[src/elapsed_counter_pkg.sv]
// Purpose: Shared constants and types for the serial elapsed seconds counter
// Assumes: 25 MHz system clock, command byte sent least significant bit first
// Notes:   Bit positions refer to the assembled command byte
package elapsed_counter_pkg;

    localparam int unsigned CMD_BITS  = 8;
    localparam int unsigned DATA_BITS = 32;

    localparam int unsigned SELECT_CONTINUOUS_COUNTER = 7;
    localparam int unsigned SELECT_POWER_ON_COUNTER   = 6;
    localparam int unsigned TRIM_BIT_HIGH             = 5;
    localparam int unsigned TRIM_BIT_MID              = 4;
    localparam int unsigned TRIM_BIT_LOW              = 3;
    localparam int unsigned CLEAR_CONTINUOUS_BIT      = 2;
    localparam int unsigned CLEAR_POWER_ON_BIT        = 1;
    localparam int unsigned READ_SELECT_BIT           = 0;

    localparam logic [1:0] SEL_CONTINUOUS = 2'h2;
    localparam logic [1:0] SEL_POWER_ON   = 2'h1;
    localparam logic [1:0] SEL_TRIM       = 2'h3;
    localparam logic [1:0] SEL_CLEAR      = 2'h0;

    localparam logic [2:0] TRIM_RESET  = 3'h3;
    localparam logic [2:0] TRIM_HALT   = 3'h0;
    localparam logic [2:0] TRIM_CENTER = 3'h3;

    localparam logic [5:0] LAST_CMD_BIT  = 6'h07;
    localparam logic [5:0] LAST_DATA_BIT = 6'h1f;

    localparam int unsigned CLK_FREQ_HZ   = 25_000_000;
    localparam int unsigned TICK_PERIOD_S = 1;
    localparam int unsigned TICK_CYCLES   = CLK_FREQ_HZ * TICK_PERIOD_S;
    localparam int unsigned TRIM_STEP_CYCLES = 25;

    typedef enum logic [1:0] {
        PORT_IDLE,
        PORT_CMD,
        PORT_DATA,
        PORT_DONE
    } port_state_t;

endpackage

[src/elapsed_seconds_counter_serial.sv]
// Purpose: Dual 32-bit seconds counter behind a 3-wire serial port
// Assumes: Enable, serial clock, data and power-good arrive asynchronously
// Notes:   Tick pin rises once for every second the power-on counter takes
// Operation
// - Serial port logic works only while the enable line stays high.
// - First eight rising serial clocks shift the command byte in.
// - Bits 7,6 = 10 select the continuous counter for 32 data clocks.
// - Reads snapshot the selected counter at command end and shift that out.
// - Writes buffer data and load all 32 bits at the 32nd rising edge.
// - Bits 7,6 = 01 select the power-on counter for 32 data clocks.
// - Bits 7,6 = 11 load bits 5..3 into trim, later clocks ignored.
// - Higher trim runs faster, lower slower, 000 halts, 011 is default.
// - Bit 2 clears the continuous counter when enable falls.
// - Bit 1 clears the power-on counter when enable falls; both may clear.
// - Bit 0 zero means host writes counter, one means device reads out.
// - Cycle is falling then rising edge; input bits sampled at rising.
// - Read bits appear on falling edges, first after last command bit.
// - Data pin driven only while serial clock is low during a read.
// - Enable low aborts any transfer and releases the data pin.
// - After 32 write bits further clocks ignored until enable cycles.
// - Power loss disables the port and freezes the power-on counter.
// - Continuous counter counts always; power-on counter only with power.
// - One-per-second tick output driven only while main power is present.
// - Trim leaves counters alone; other commands leave trim unchanged.
`timescale 1ns/1ps
module elapsed_seconds_counter_serial #(
    parameter int unsigned TICK_CYCLES = elapsed_counter_pkg::TICK_CYCLES,
    parameter int unsigned TRIM_STEP   = elapsed_counter_pkg::TRIM_STEP_CYCLES
) (
    input  wire logic        clk,
    input  wire logic        srst,
    input  wire logic        enableIn,
    input  wire logic        serialClkIn,
    input  wire logic        dataIn,
    input  wire logic        mainPowerOk,
    output logic             dataOut,
    output logic             dataOe,
    output logic             tickOut,
    output logic [2:0]       trimValue
);

    if (TICK_CYCLES < 8 * TRIM_STEP + 4 || TRIM_STEP == 0) begin : g_chk
        $error("TICK_CYCLES too small for the trim step");
    end

    logic        enMeta, enS, enD;
    logic        sclkMeta, sclkS, sclkD;
    logic        dqMeta, dqS;
    logic        pwrMeta, pwrS;
    logic        rise, fall, enFall, portOn;
    elapsed_counter_pkg::port_state_t state_q;
    logic [5:0]  bitCnt_q;
    logic [7:0]  cmd_q;
    logic [7:0]  cmdNext;
    logic        cmdDone;
    logic [1:0]  selNext;
    logic [31:0] shift_q;
    logic [31:0] wrData;
    logic        wrLoad;
    logic        clrCont, clrPwr;
    logic [31:0] contCnt_q, pwrCnt_q;
    logic [2:0]  trim_q;
    logic [31:0] divCnt_q;
    logic [31:0] periodNow;
    logic        tick_q;
    logic        dataOut_q, dataOe_q, tickOut_q;

    function automatic logic [31:0] tickPeriod(input logic [2:0] trim);
        logic [31:0] up;
        logic [31:0] down;
        up   = TICK_CYCLES + 32'(elapsed_counter_pkg::TRIM_CENTER) * TRIM_STEP;
        down = 32'(trim) * TRIM_STEP;
        return up - down;
    endfunction

    // Two-stage synchronisers; third stage only for edge finding
    always_ff @(posedge clk) begin
        if (srst) begin
            enMeta   <= 1'b0;
            enS      <= 1'b0;
            enD      <= 1'b0;
            sclkMeta <= 1'b1;
            sclkS    <= 1'b1;
            sclkD    <= 1'b1;
            dqMeta   <= 1'b0;
            dqS      <= 1'b0;
            pwrMeta  <= 1'b0;
            pwrS     <= 1'b0;
        end else begin
            enMeta   <= enableIn;
            enS      <= enMeta;
            enD      <= enS;
            sclkMeta <= serialClkIn;
            sclkS    <= sclkMeta;
            sclkD    <= sclkS;
            dqMeta   <= dataIn;
            dqS      <= dqMeta;
            pwrMeta  <= mainPowerOk;
            pwrS     <= pwrMeta;
        end
    end

    assign rise    = sclkS & ~sclkD;
    assign fall    = ~sclkS & sclkD;
    assign enFall  = ~enS & enD;
    assign portOn  = enS & pwrS;
    assign cmdNext = {dqS, cmd_q[7:1]};
    assign selNext = {cmdNext[elapsed_counter_pkg::SELECT_CONTINUOUS_COUNTER],
                      cmdNext[elapsed_counter_pkg::SELECT_POWER_ON_COUNTER]};
    assign cmdDone = portOn && state_q == elapsed_counter_pkg::PORT_CMD && rise
                     && bitCnt_q == elapsed_counter_pkg::LAST_CMD_BIT;
    assign wrData  = {dqS, shift_q[31:1]};
    assign wrLoad  = portOn && state_q == elapsed_counter_pkg::PORT_DATA && rise
                     && bitCnt_q == elapsed_counter_pkg::LAST_DATA_BIT
                     && !cmd_q[elapsed_counter_pkg::READ_SELECT_BIT];
    // Clears only after a complete clear-type command
    assign clrCont = enFall && pwrS && state_q == elapsed_counter_pkg::PORT_DONE
                     && cmd_q[7:6] == elapsed_counter_pkg::SEL_CLEAR
                     && cmd_q[elapsed_counter_pkg::CLEAR_CONTINUOUS_BIT];
    assign clrPwr  = enFall && pwrS && state_q == elapsed_counter_pkg::PORT_DONE
                     && cmd_q[7:6] == elapsed_counter_pkg::SEL_CLEAR
                     && cmd_q[elapsed_counter_pkg::CLEAR_POWER_ON_BIT];

    // Transfer sequencing
    always_ff @(posedge clk) begin
        if (srst) begin
            state_q  <= elapsed_counter_pkg::PORT_IDLE;
            bitCnt_q <= 6'h00;
        end else if (!portOn) begin
            state_q  <= elapsed_counter_pkg::PORT_IDLE;
            bitCnt_q <= 6'h00;
        end else begin
            case (state_q)
                elapsed_counter_pkg::PORT_IDLE: begin
                    state_q  <= elapsed_counter_pkg::PORT_CMD;
                    bitCnt_q <= 6'h00;
                end
                elapsed_counter_pkg::PORT_CMD: begin
                    if (cmdDone) begin
                        bitCnt_q <= 6'h00;
                        if (selNext == elapsed_counter_pkg::SEL_CONTINUOUS ||
                            selNext == elapsed_counter_pkg::SEL_POWER_ON) begin
                            state_q <= elapsed_counter_pkg::PORT_DATA;
                        end else begin
                            state_q <= elapsed_counter_pkg::PORT_DONE;
                        end
                    end else if (rise) begin
                        bitCnt_q <= bitCnt_q + 6'h01;
                    end
                end
                elapsed_counter_pkg::PORT_DATA: begin
                    if (rise) begin
                        if (bitCnt_q == elapsed_counter_pkg::LAST_DATA_BIT) begin
                            state_q <= elapsed_counter_pkg::PORT_DONE;
                        end else begin
                            bitCnt_q <= bitCnt_q + 6'h01;
                        end
                    end
                end
                elapsed_counter_pkg::PORT_DONE: begin
                    state_q <= elapsed_counter_pkg::PORT_DONE;
                end
                default: begin
                    state_q <= elapsed_counter_pkg::PORT_IDLE;
                end
            endcase
        end
    end

    // Command and data shift registers
    always_ff @(posedge clk) begin
        if (srst) begin
            cmd_q   <= 8'h00;
            shift_q <= 32'h0000_0000;
        end else if (portOn && state_q == elapsed_counter_pkg::PORT_CMD && rise) begin
            cmd_q <= cmdNext;
            if (cmdDone) begin
                if (selNext == elapsed_counter_pkg::SEL_CONTINUOUS) begin
                    shift_q <= contCnt_q;
                end else begin
                    shift_q <= pwrCnt_q;
                end
            end
        end else if (portOn && state_q == elapsed_counter_pkg::PORT_DATA) begin
            if (cmd_q[elapsed_counter_pkg::READ_SELECT_BIT]) begin
                if (fall) begin
                    shift_q <= {1'b0, shift_q[31:1]};
                end
            end else if (rise) begin
                shift_q <= wrData;
            end
        end
    end

    // Data pin: driven from falling edge to next rising edge
    always_ff @(posedge clk) begin
        if (srst) begin
            dataOut_q <= 1'b0;
            dataOe_q  <= 1'b0;
        end else if (!portOn || state_q != elapsed_counter_pkg::PORT_DATA
                     || !cmd_q[elapsed_counter_pkg::READ_SELECT_BIT]) begin
            dataOe_q  <= 1'b0;
        end else if (fall) begin
            dataOut_q <= shift_q[0];
            dataOe_q  <= 1'b1;
        end else if (rise) begin
            dataOe_q  <= 1'b0;
        end
    end

    // Oscillator trim
    always_ff @(posedge clk) begin
        if (srst) begin
            trim_q <= elapsed_counter_pkg::TRIM_RESET;
        end else if (cmdDone && selNext == elapsed_counter_pkg::SEL_TRIM) begin
            trim_q <= cmdNext[elapsed_counter_pkg::TRIM_BIT_HIGH:
                              elapsed_counter_pkg::TRIM_BIT_LOW];
        end
    end

    // Seconds divider; period shrinks as trim rises
    assign periodNow = tickPeriod(trim_q);
    always_ff @(posedge clk) begin
        if (srst) begin
            divCnt_q <= 32'h0000_0000;
            tick_q   <= 1'b0;
        end else if (trim_q == elapsed_counter_pkg::TRIM_HALT) begin
            tick_q   <= 1'b0;
        end else if (divCnt_q >= periodNow - 32'h1) begin
            divCnt_q <= 32'h0000_0000;
            tick_q   <= 1'b1;
        end else begin
            divCnt_q <= divCnt_q + 32'h1;
            tick_q   <= 1'b0;
        end
    end

    // Rises only on a tick, so no partial pulse after power return or restart
    always_ff @(posedge clk) begin
        if (srst) begin
            tickOut_q <= 1'b0;
        end else if (!pwrS) begin
            tickOut_q <= 1'b0;
        end else if (tick_q) begin
            tickOut_q <= 1'b1;
        end else if (trim_q == elapsed_counter_pkg::TRIM_HALT
                     || divCnt_q >= (periodNow >> 1)) begin
            tickOut_q <= 1'b0;
        end
    end

    // Seconds counters; writes and clears win over a tick
    always_ff @(posedge clk) begin
        if (srst) begin
            contCnt_q <= 32'h0000_0000;
        end else if (clrCont) begin
            contCnt_q <= 32'h0000_0000;
        end else if (wrLoad && cmd_q[7:6] == elapsed_counter_pkg::SEL_CONTINUOUS) begin
            contCnt_q <= wrData;
        end else if (tick_q) begin
            contCnt_q <= contCnt_q + 32'h1;
        end
    end

    always_ff @(posedge clk) begin
        if (srst) begin
            pwrCnt_q <= 32'h0000_0000;
        end else if (clrPwr) begin
            pwrCnt_q <= 32'h0000_0000;
        end else if (wrLoad && cmd_q[7:6] == elapsed_counter_pkg::SEL_POWER_ON) begin
            pwrCnt_q <= wrData;
        end else if (tick_q && pwrS) begin
            pwrCnt_q <= pwrCnt_q + 32'h1;
        end
    end

    assign dataOut   = dataOut_q;
    assign dataOe    = dataOe_q;
    assign tickOut   = tickOut_q;
    assign trimValue = trim_q;
endmodule

[config.mk]
export PLATFORM = sky130hd
export DESIGN_NAME = elapsed_seconds_counter_serial
export DESIGN_NICKNAME = d
export VERILOG_FILES = /design/src/elapsed_counter_pkg.sv /design/src/elapsed_seconds_counter_serial.sv
export SDC_FILE = /design/constraint.sdc
export NUM_CORES = 1
export LEC_CHECK = 0
export ABC_AREA = 1
export BUFFER_PORTS_ARGS = -buffer_cell sky130_fd_sc_hd__buf_2
export CORE_ASPECT_RATIO = 1.4
export CORE_MARGIN = 5
export CORE_UTILIZATION = 40
export CTS_BUF_LIST = sky130_fd_sc_hd__clkbuf_8 sky130_fd_sc_hd__clkbuf_16
export CTS_CLUSTER_DIAMETER = 200
export DETAILED_ROUTE_END_ITERATION = 7
export PLACE_DENSITY_LB_ADDON = 0.3
export SYNTH_ARGS = -nofsm -noshare
export SYNTH_HDL_FRONTEND = slang
export SYNTH_SLANG_ARGS = --single-unit
[constraint.sdc]
create_clock -name clk -period 7.1 [get_ports clk]
set_input_delay 1.42 -clock clk [delete_from_list [all_inputs] [get_ports clk]]
set_output_delay 1.42 -clock clk [all_outputs]
set_load 0.05 [all_outputs]
==> summary.md, run 1 <==
| Metric | Value |
|---|---|
| Die X | `142 um` |
| CP bufs+invs | `1` |
| CTS Buf Count | `17` |
| Final cell count without fillers | `1743` |
| Hold_buf cts | `0` |
| Pwr Density | `176 nW/um^2` |
| Synth top cells by count | `nand2_1, inv_1, dfxtp_1` |
| Via count | `between 9k and 10k` |
| CTS Sinks | `161` |
| Layout Utilization | `44.2%` |
| Total gr overflow | `0` |
| Fin worst setup slack | `~2900 ps` |
| Min Hold Slack | `409 ps` |
| Total track usage | `19.2%` |
| Cell mode on critical path | `nand2_1` |
| Synth Cell Area | `between 9000 and 10000 um^2` |
| CP delay by family, top | `adder cells` |
| Starting DRT DRC Count | `559` |
| Root Buffer Master | `clkbuf_16` |
| Number of I/O port buffers | `11` |
| Worst vdd ir | `0.159 mV` |
| Buffer depth of the longest clock path | `2` |
| Final slew viol count | `0` |
| Total power | `approximately 1.9 mW` |
| Initial Utilization | `40.7%` |
| WL final | `26200 um` |
| First-pass detailed-route iteration total | `5` |
| Final nets | `1478` |
| Top cells by area, synth | `dfxtp_1, nand2_1, inv_1` |
| Worst path cell trace | `ha_1 -> inv_1 -> fa_1 -> ha_1 -> a21o_1 -> a21oi_1 -> xor2_1 -> xnor2_1 -> ha_1 -> nand2_1 -> nor2_1 -> nand3_1 -> nand3_1 -> nand2_1 -> nand2_1 -> nand2_1 -> nand2_1 -> nand2_1 -> nand2_1 -> nor2_1` |
| Global routing's busiest layer | `met2` |
| First-pass GRT wire length | `43200 um` |
| Core box area | `24100 um^2` |
| Register area share after synthesis | `32.9%` |
| Met2 usage | `around a third` |
| Most used DFF post-synth | `dfxtp_1` |
| P_int | `1.43 mW` |
| Post-CTS Resized | `0` |
| Cells after Synth | `1436` |
| Post-CTS Setup Inserts | `0` |
| Final HPWL DP | `19600 um` |
| Final hold vios | `0` |
| Clock power frac | `49.1%` |
| Hold WC Path Type | `reg2reg` |
| Drt wl/cell | `~15 um` |
| Antenna Cells | `0` |
| Psw | `~450 uW` |
| Final instance area | `10600 um^2` |
| Flop pwr share | `48.6%` |
| Antenna Violating Nets Remaining | `0` |
| Std cell rows | `67` |
| Number of flops mapped to enable cells by yosys | `0` |
| Switch share | `23.9%` |
| CP startpoint kind | `register` |
| Synth area leader | `dfxtp_1` |
| Max frequency | `0.240 GHz` |
| Die height | `195 um` |
| Area delta synth->final | `8.63%` |
| H-tree depth | `4` |
| Worst Tran Pin Value | `1050 ps` |
| Async S/R FF share, synth | `0%` |
| #FFs+latches synth | `161` |
| CP peak stage delay | `600 ps` |
| Status | `finished clean` |
| I/O pins | `12` |
| Count leader, synth | `nand2_1` |
| Worst Path Arrival | `4450 ps` |
| Placement Setup Slack | `between 2000 and 3000 ps` |
| Placed Instances | `about 1.7k` |
| Slew HR | `roughly 30%` |
| Clk_skew | `11.9 ps` |
| Via/cell ratio | `5.25` |
| CP max stage cell | `nand2_1` |
| Critical Path Sink Type | `register` |
| Initial antenna violation count | `0` |
| Max Cap Viol | `0` |
| Combinational power share | `2.4%` |
| DR DRC count | `0` |
| Fill cells | `2519` |
| Placed cell area | `10000 um^2` |
| Final setup viols | `0` |
| Number of global-route vias before repair | `8888` |
| CP Data Required Time | `approximately 7400 ps` |
| Final min period | `4170 ps` |
| Syn nets | `1494` |
| Post-synth cell types | `45` |
| Syn Area/Cell | `~6.8 um^2` |
| Critical path type | `reg2reg` |
| Gpl congestion | `0.901` |
| Crit-path max FO | `25` |
| Largest net degree at the start of global routing | `64` |
| LEAKAGE | `between 4 and 5 nW` |
| Setup_tns | `0 ps` |
| Met3 usage | `under 10%` |
| Clk slew on worst S/H paths | `70 ps` |
| Die area | `~28000 um^2` |
| Met1 Track Usage GR | `21.9%` |
| Synth warn | `0` |
| Worst skew pair latency | `440 ps` |
| Tcrit/Tclk final | `roughly 59%` |
| Fraction of layout cells with a size suffix above 1 | `5.72%` |
| Yosys top cell area share | `32.9%` |
| RSZ-0062 raised after global routing | `no` |
| TritonCTS clock tree | `done` |
-- area by class of cell --
class / instances / area (um^2) / area share [%]
flip-flops and latches: 161 / 3220 / 30.3
inverters: 186 / 698 / 6.57
clock buffers: 18 / 439 / 4.13
well taps: 310 / 388 / 3.65
repair buffers: 17 / 100 / 0.942
multi-input cells: 1037 / 5630 / 53.0
clock inverters: 14 / 145 / 1.37
-- worst reg2reg max path, delay by kind of cell (launching register included) --
kind,cells,cell delay [ps]
fa+ha+maj,4,1380
xor+xnor,2,380
buf+inv,1,100
compound gates,2,360
simple gates,11,1330
flops,1,480
-- final timing paths --
check | slack [ps] | endpoint | cells past startpoint | start
max | 2930 | divCnt_q[22]$_SDFFE_PP0N_ | 20 | trimValue[1]$_SDFFE_PP1P_
max reg2reg | 2930 | divCnt_q[22]$_SDFFE_PP0N_ | 20 | trimValue[1]$_SDFFE_PP1P_
min | 410 | sclkS$_SDFF_PP1_ | 1 | sclkMeta$_SDFF_PP1_
min reg2reg | 410 | sclkS$_SDFF_PP1_ | 1 | sclkMeta$_SDFF_PP1_
-- state kept, by name, summed over array words and instances (netlist names), 2 cells and up --
name	count
contCnt_q	32
divCnt_q	32
pwrCnt_q	32
shift_q	32
cmd_q	8
bitCnt_q	6
trimValue	3
state_q	2
-- routing by layer --
metal	vias up	part of all wire (%)
li1	4671	-
met1	4196	42
met2	221	50
met3	71	3.7
met4	0	4.3
met5	-	0
-- power by group through the flow --
stage	Clock [mW]	Combinational (mW)	Sequential, mW
after floorplan	0	0.0327	0.929
after CTS	0.937	0.0449	0.910
final	0.919	0.0442	0.910
after global routing	0.980	0.0506	0.910
after global placement	0	0.0449	0.931
after detailed placement	0	0.0445	0.931
-- cell families (layout without fill, tap and decap cells) --
group	Yosys count	in the layout	share of synthesized area [%]
AND/OR/NAND/NOR	600	600	26.5
adder cells (fa/ha/maj)	52	52	6.73
flip-flops	161	161	32.9
multiplexers	9	9	0.921
other	1	1	0.0383
XOR/XNOR	80	80	7.16
buffers and inverters	238	235	9.52
AO/OA/AOI/OAI	295	295	16.1
-- layout by cell type, fill, tap and decap left out, types with 16 or more instances in the layout --
cell / synthesis / final
o22ai_1: 28 / 28
dfxtp_1: 161 / 161
o21ai_1: 33 / 35
nand3_1: 35 / 35
nor3_1: 37 / 37
nor2_1: 157 / 157
a21oi_1: 100 / 100
nand2_1: 304 / 303
xor2_1: 65 / 65
nand4_1: 29 / 29
o21ai_0: 102 / 100
ha_1: 51 / 50
a31oi_1: 16 / 16
clkbuf_16: 0 / 17
inv_1: 178 / 178
Note: power is estimated with default switching activity, not from simulation.
==> run 2: changes to the inputs <==
==> constraint.sdc (replaced) <==
create_clock -name clk -period 3.9 [get_ports clk]
set_input_delay 0.78 -clock clk [delete_from_list [all_inputs] [get_ports clk]]
set_output_delay 0.78 -clock clk [all_outputs]
set_load 0.05 [all_outputs]
==> run 2 against run 1 <==
Effect of this change: final area up 1.1%; first-iteration DRC count up 10%; clock skew increased by 0.54 ps; hold slack got worse by 2.5 ps; via count fell by 0.20%; clock power is 80% higher; wire length increased by 0.68%; critical endpoint unchanged.
==> summary.md, run 2 (same netlist as run 1, synthesis figures left out) <==
| Metric | Value |
|---|---|
| Core box area | `24100 um^2` |
| Final cell count without fillers | `1754` |
| R2r worst-path depth | `21` |
| RSZ-0062 raised after global routing | `no` |
| Commonest cells after routing, fill and taps aside | `nand2_1, inv_1, dfxtp_1` |
| Largest net degree at the start of global routing | `50` |
| Drt wl/cell | `15.0 um` |
| Commonest non-fill, non-tap cell in the layout | `nand2_1` |
| Final nets | `1490` |
| Die height | `195 um` |
| Total gr overflow | `0` |
| Worst vdd ir | `roughly 0.28 mV` |
| I/O pins | `12` |
| Number of global-route vias before repair | `~8.9k` |
| Std cell rows | `67` |
| Critical path type | `reg2reg` |
| Hold depth | `2` |
| Hold WC Path Type | `reg2reg` |
| Critical Path Sink Type | `register` |
| Pwr Density | `316 nW/um^2` |
| Die area | `27700 um^2` |
| Final slew viol count | `0` |
| Number of I/O port buffers | `11` |
| Fraction of layout cells with a size suffix above 1 | `between 6 and 7%` |
| Total track usage | `19.3%` |
| Worst Tran Pin Value | `1060 ps` |
| Final HPWL DP | `20000 um` |
| Via/cell ratio | `5.21` |
| Worst Path Arrival | `3930 ps` |
| Placed Instances | `1720` |
| Clk_skew | `12.5 ps` |
| Slew HR | `28.4%` |
| WL final | `between 20000 and 30000 um` |
| Status | `finished clean` |
| Max frequency | `0.276 GHz` |
| CTS Buf Count | `17` |
| Die X | `142 um` |
| Fill cells | `2501` |
| CP startpoint kind | `register` |
| Setup_tns | `0 ps` |
| LEAKAGE | `just over 4 nW` |
| Clk slew on worst S/H paths | `approximately 70 ps` |
| Initial antenna violation count | `0` |
| Starting DRT DRC Count | `615` |
| Area delta synth->final | `9.78%` |
| Buffer depth of the longest clock path | `2` |
| Crit-path max FO | `20` |
| TritonCTS clock tree | `done` |
| CTS Sinks | `161` |
| Root Buffer Master | `clkbuf_16` |
| Gpl congestion | `between 0.9 and 1` |
| First-pass GRT wire length | `44000 um` |
| Via count | `9141` |
| Worst skew pair latency | `about 430 ps` |
| Final min period | `3630 ps` |
| Tcrit/Tclk final | `93.0%` |
| Final setup viols | `0` |
| Antenna Violating Nets Remaining | `0` |
| Max Cap Viol | `0` |
| Antenna Cells | `0` |
| CP Data Required Time | `4210 ps` |
| Reg area | `3220 um^2` |
| First-pass detailed-route iteration total | `5` |
| H-tree depth | `4` |
| DR DRC count | `0` |
| Multi-input combinational cell area | `5650 um^2` |
| Final hold vios | `0` |
| Initial Utilization | `40.7%` |
-- run 2: changes by cell type in the layout (fill, tap and decap cells not counted), sizes merged --
cell / before / now
buf: 17 / 29
inv: 194 / 189
clkinv: 5 / 8
clkbuf: 18 / 19
-- run 2: cell type report --
type / instances / area share [%]
multi-input cells: 1037 / 52.6
clock inverters: 12 / 1.19
flip-flops and latches: 161 / 30.0
inverters: 186 / 6.50
well taps: 310 / 3.61
clock buffers: 19 / 4.22
repair buffers: 29 / 1.89
-- run 2: worst paths after layout --
kind                              from                         to  slack, ps
min reg2reg          enMeta$_SDFF_PP0_             enS$_SDFF_PP0_        410
max          trimValue[1]$_SDFFE_PP1P_  divCnt_q[22]$_SDFFE_PP0N_        270
max reg2reg  trimValue[1]$_SDFFE_PP1P_  divCnt_q[22]$_SDFFE_PP0N_        270
min                  enMeta$_SDFF_PP0_             enS$_SDFF_PP0_        410
-- run 2: power breakdown --
part | switching (mW) | internal, mW
sequential | 0.00637 | 1.65
clock | 0.726 | 0.927
combinational | 0.0574 | 0.0279
-- run 2: metrics by stage --
stage | hold WS, ps | worst slack, ps | cell area (um^2) | utilization, % | power [mW]
global placement | 395 | 204 | 10100 | 42.1 | 1.78
CTS | 410 | 114 | 10700 | 44.5 | 3.43
detailed placement | 396 | 120 | 10100 | 42.1 | 1.78
floorplan | 388 | 24.0 | 9780 | - | 1.75
finish | 407 | 273 | 10700 | 44.6 | 3.39
global route | 428 | 0.838 | 10700 | 44.6 | 3.51
-- run 2: metal layers --
layer  up-vias  GRT usage [%]  wire [um]
met3        49           2.81        722
met1      4252           22.8      11200
met2       153           34.4      13500
li1       4687              -          -
met4         0           8.14        908
met5         -              0          0
-- run 2: critical path, stage by stage, from the launching register on --
cell     delay, ps
dfxtp_2        370
ha_2           210
inv_1           80
fa_1           470
ha_1           360
a21o_1         190
a21oi_1        140
xor2_1         260
xnor2_1        100
ha_1           290
nand2_1         70
nor2_1         140
nand3_1         90
nand3_1         90
nand2_1         50
nand2_1         60
nand2_1         50
nand2_1         60
nand2_1         70
nand2_2        150
buf_12         170
nor2_1          60
-- run 2: timing repair --
item | 4_1_cts | 5_1_grt
hold buffers | 0 | 0
hold endpoints to repair | 0 | 0
resized for setup | 0 | 4
setup buffers | 0 | 3
setup endpoints to repair | 0 | 25
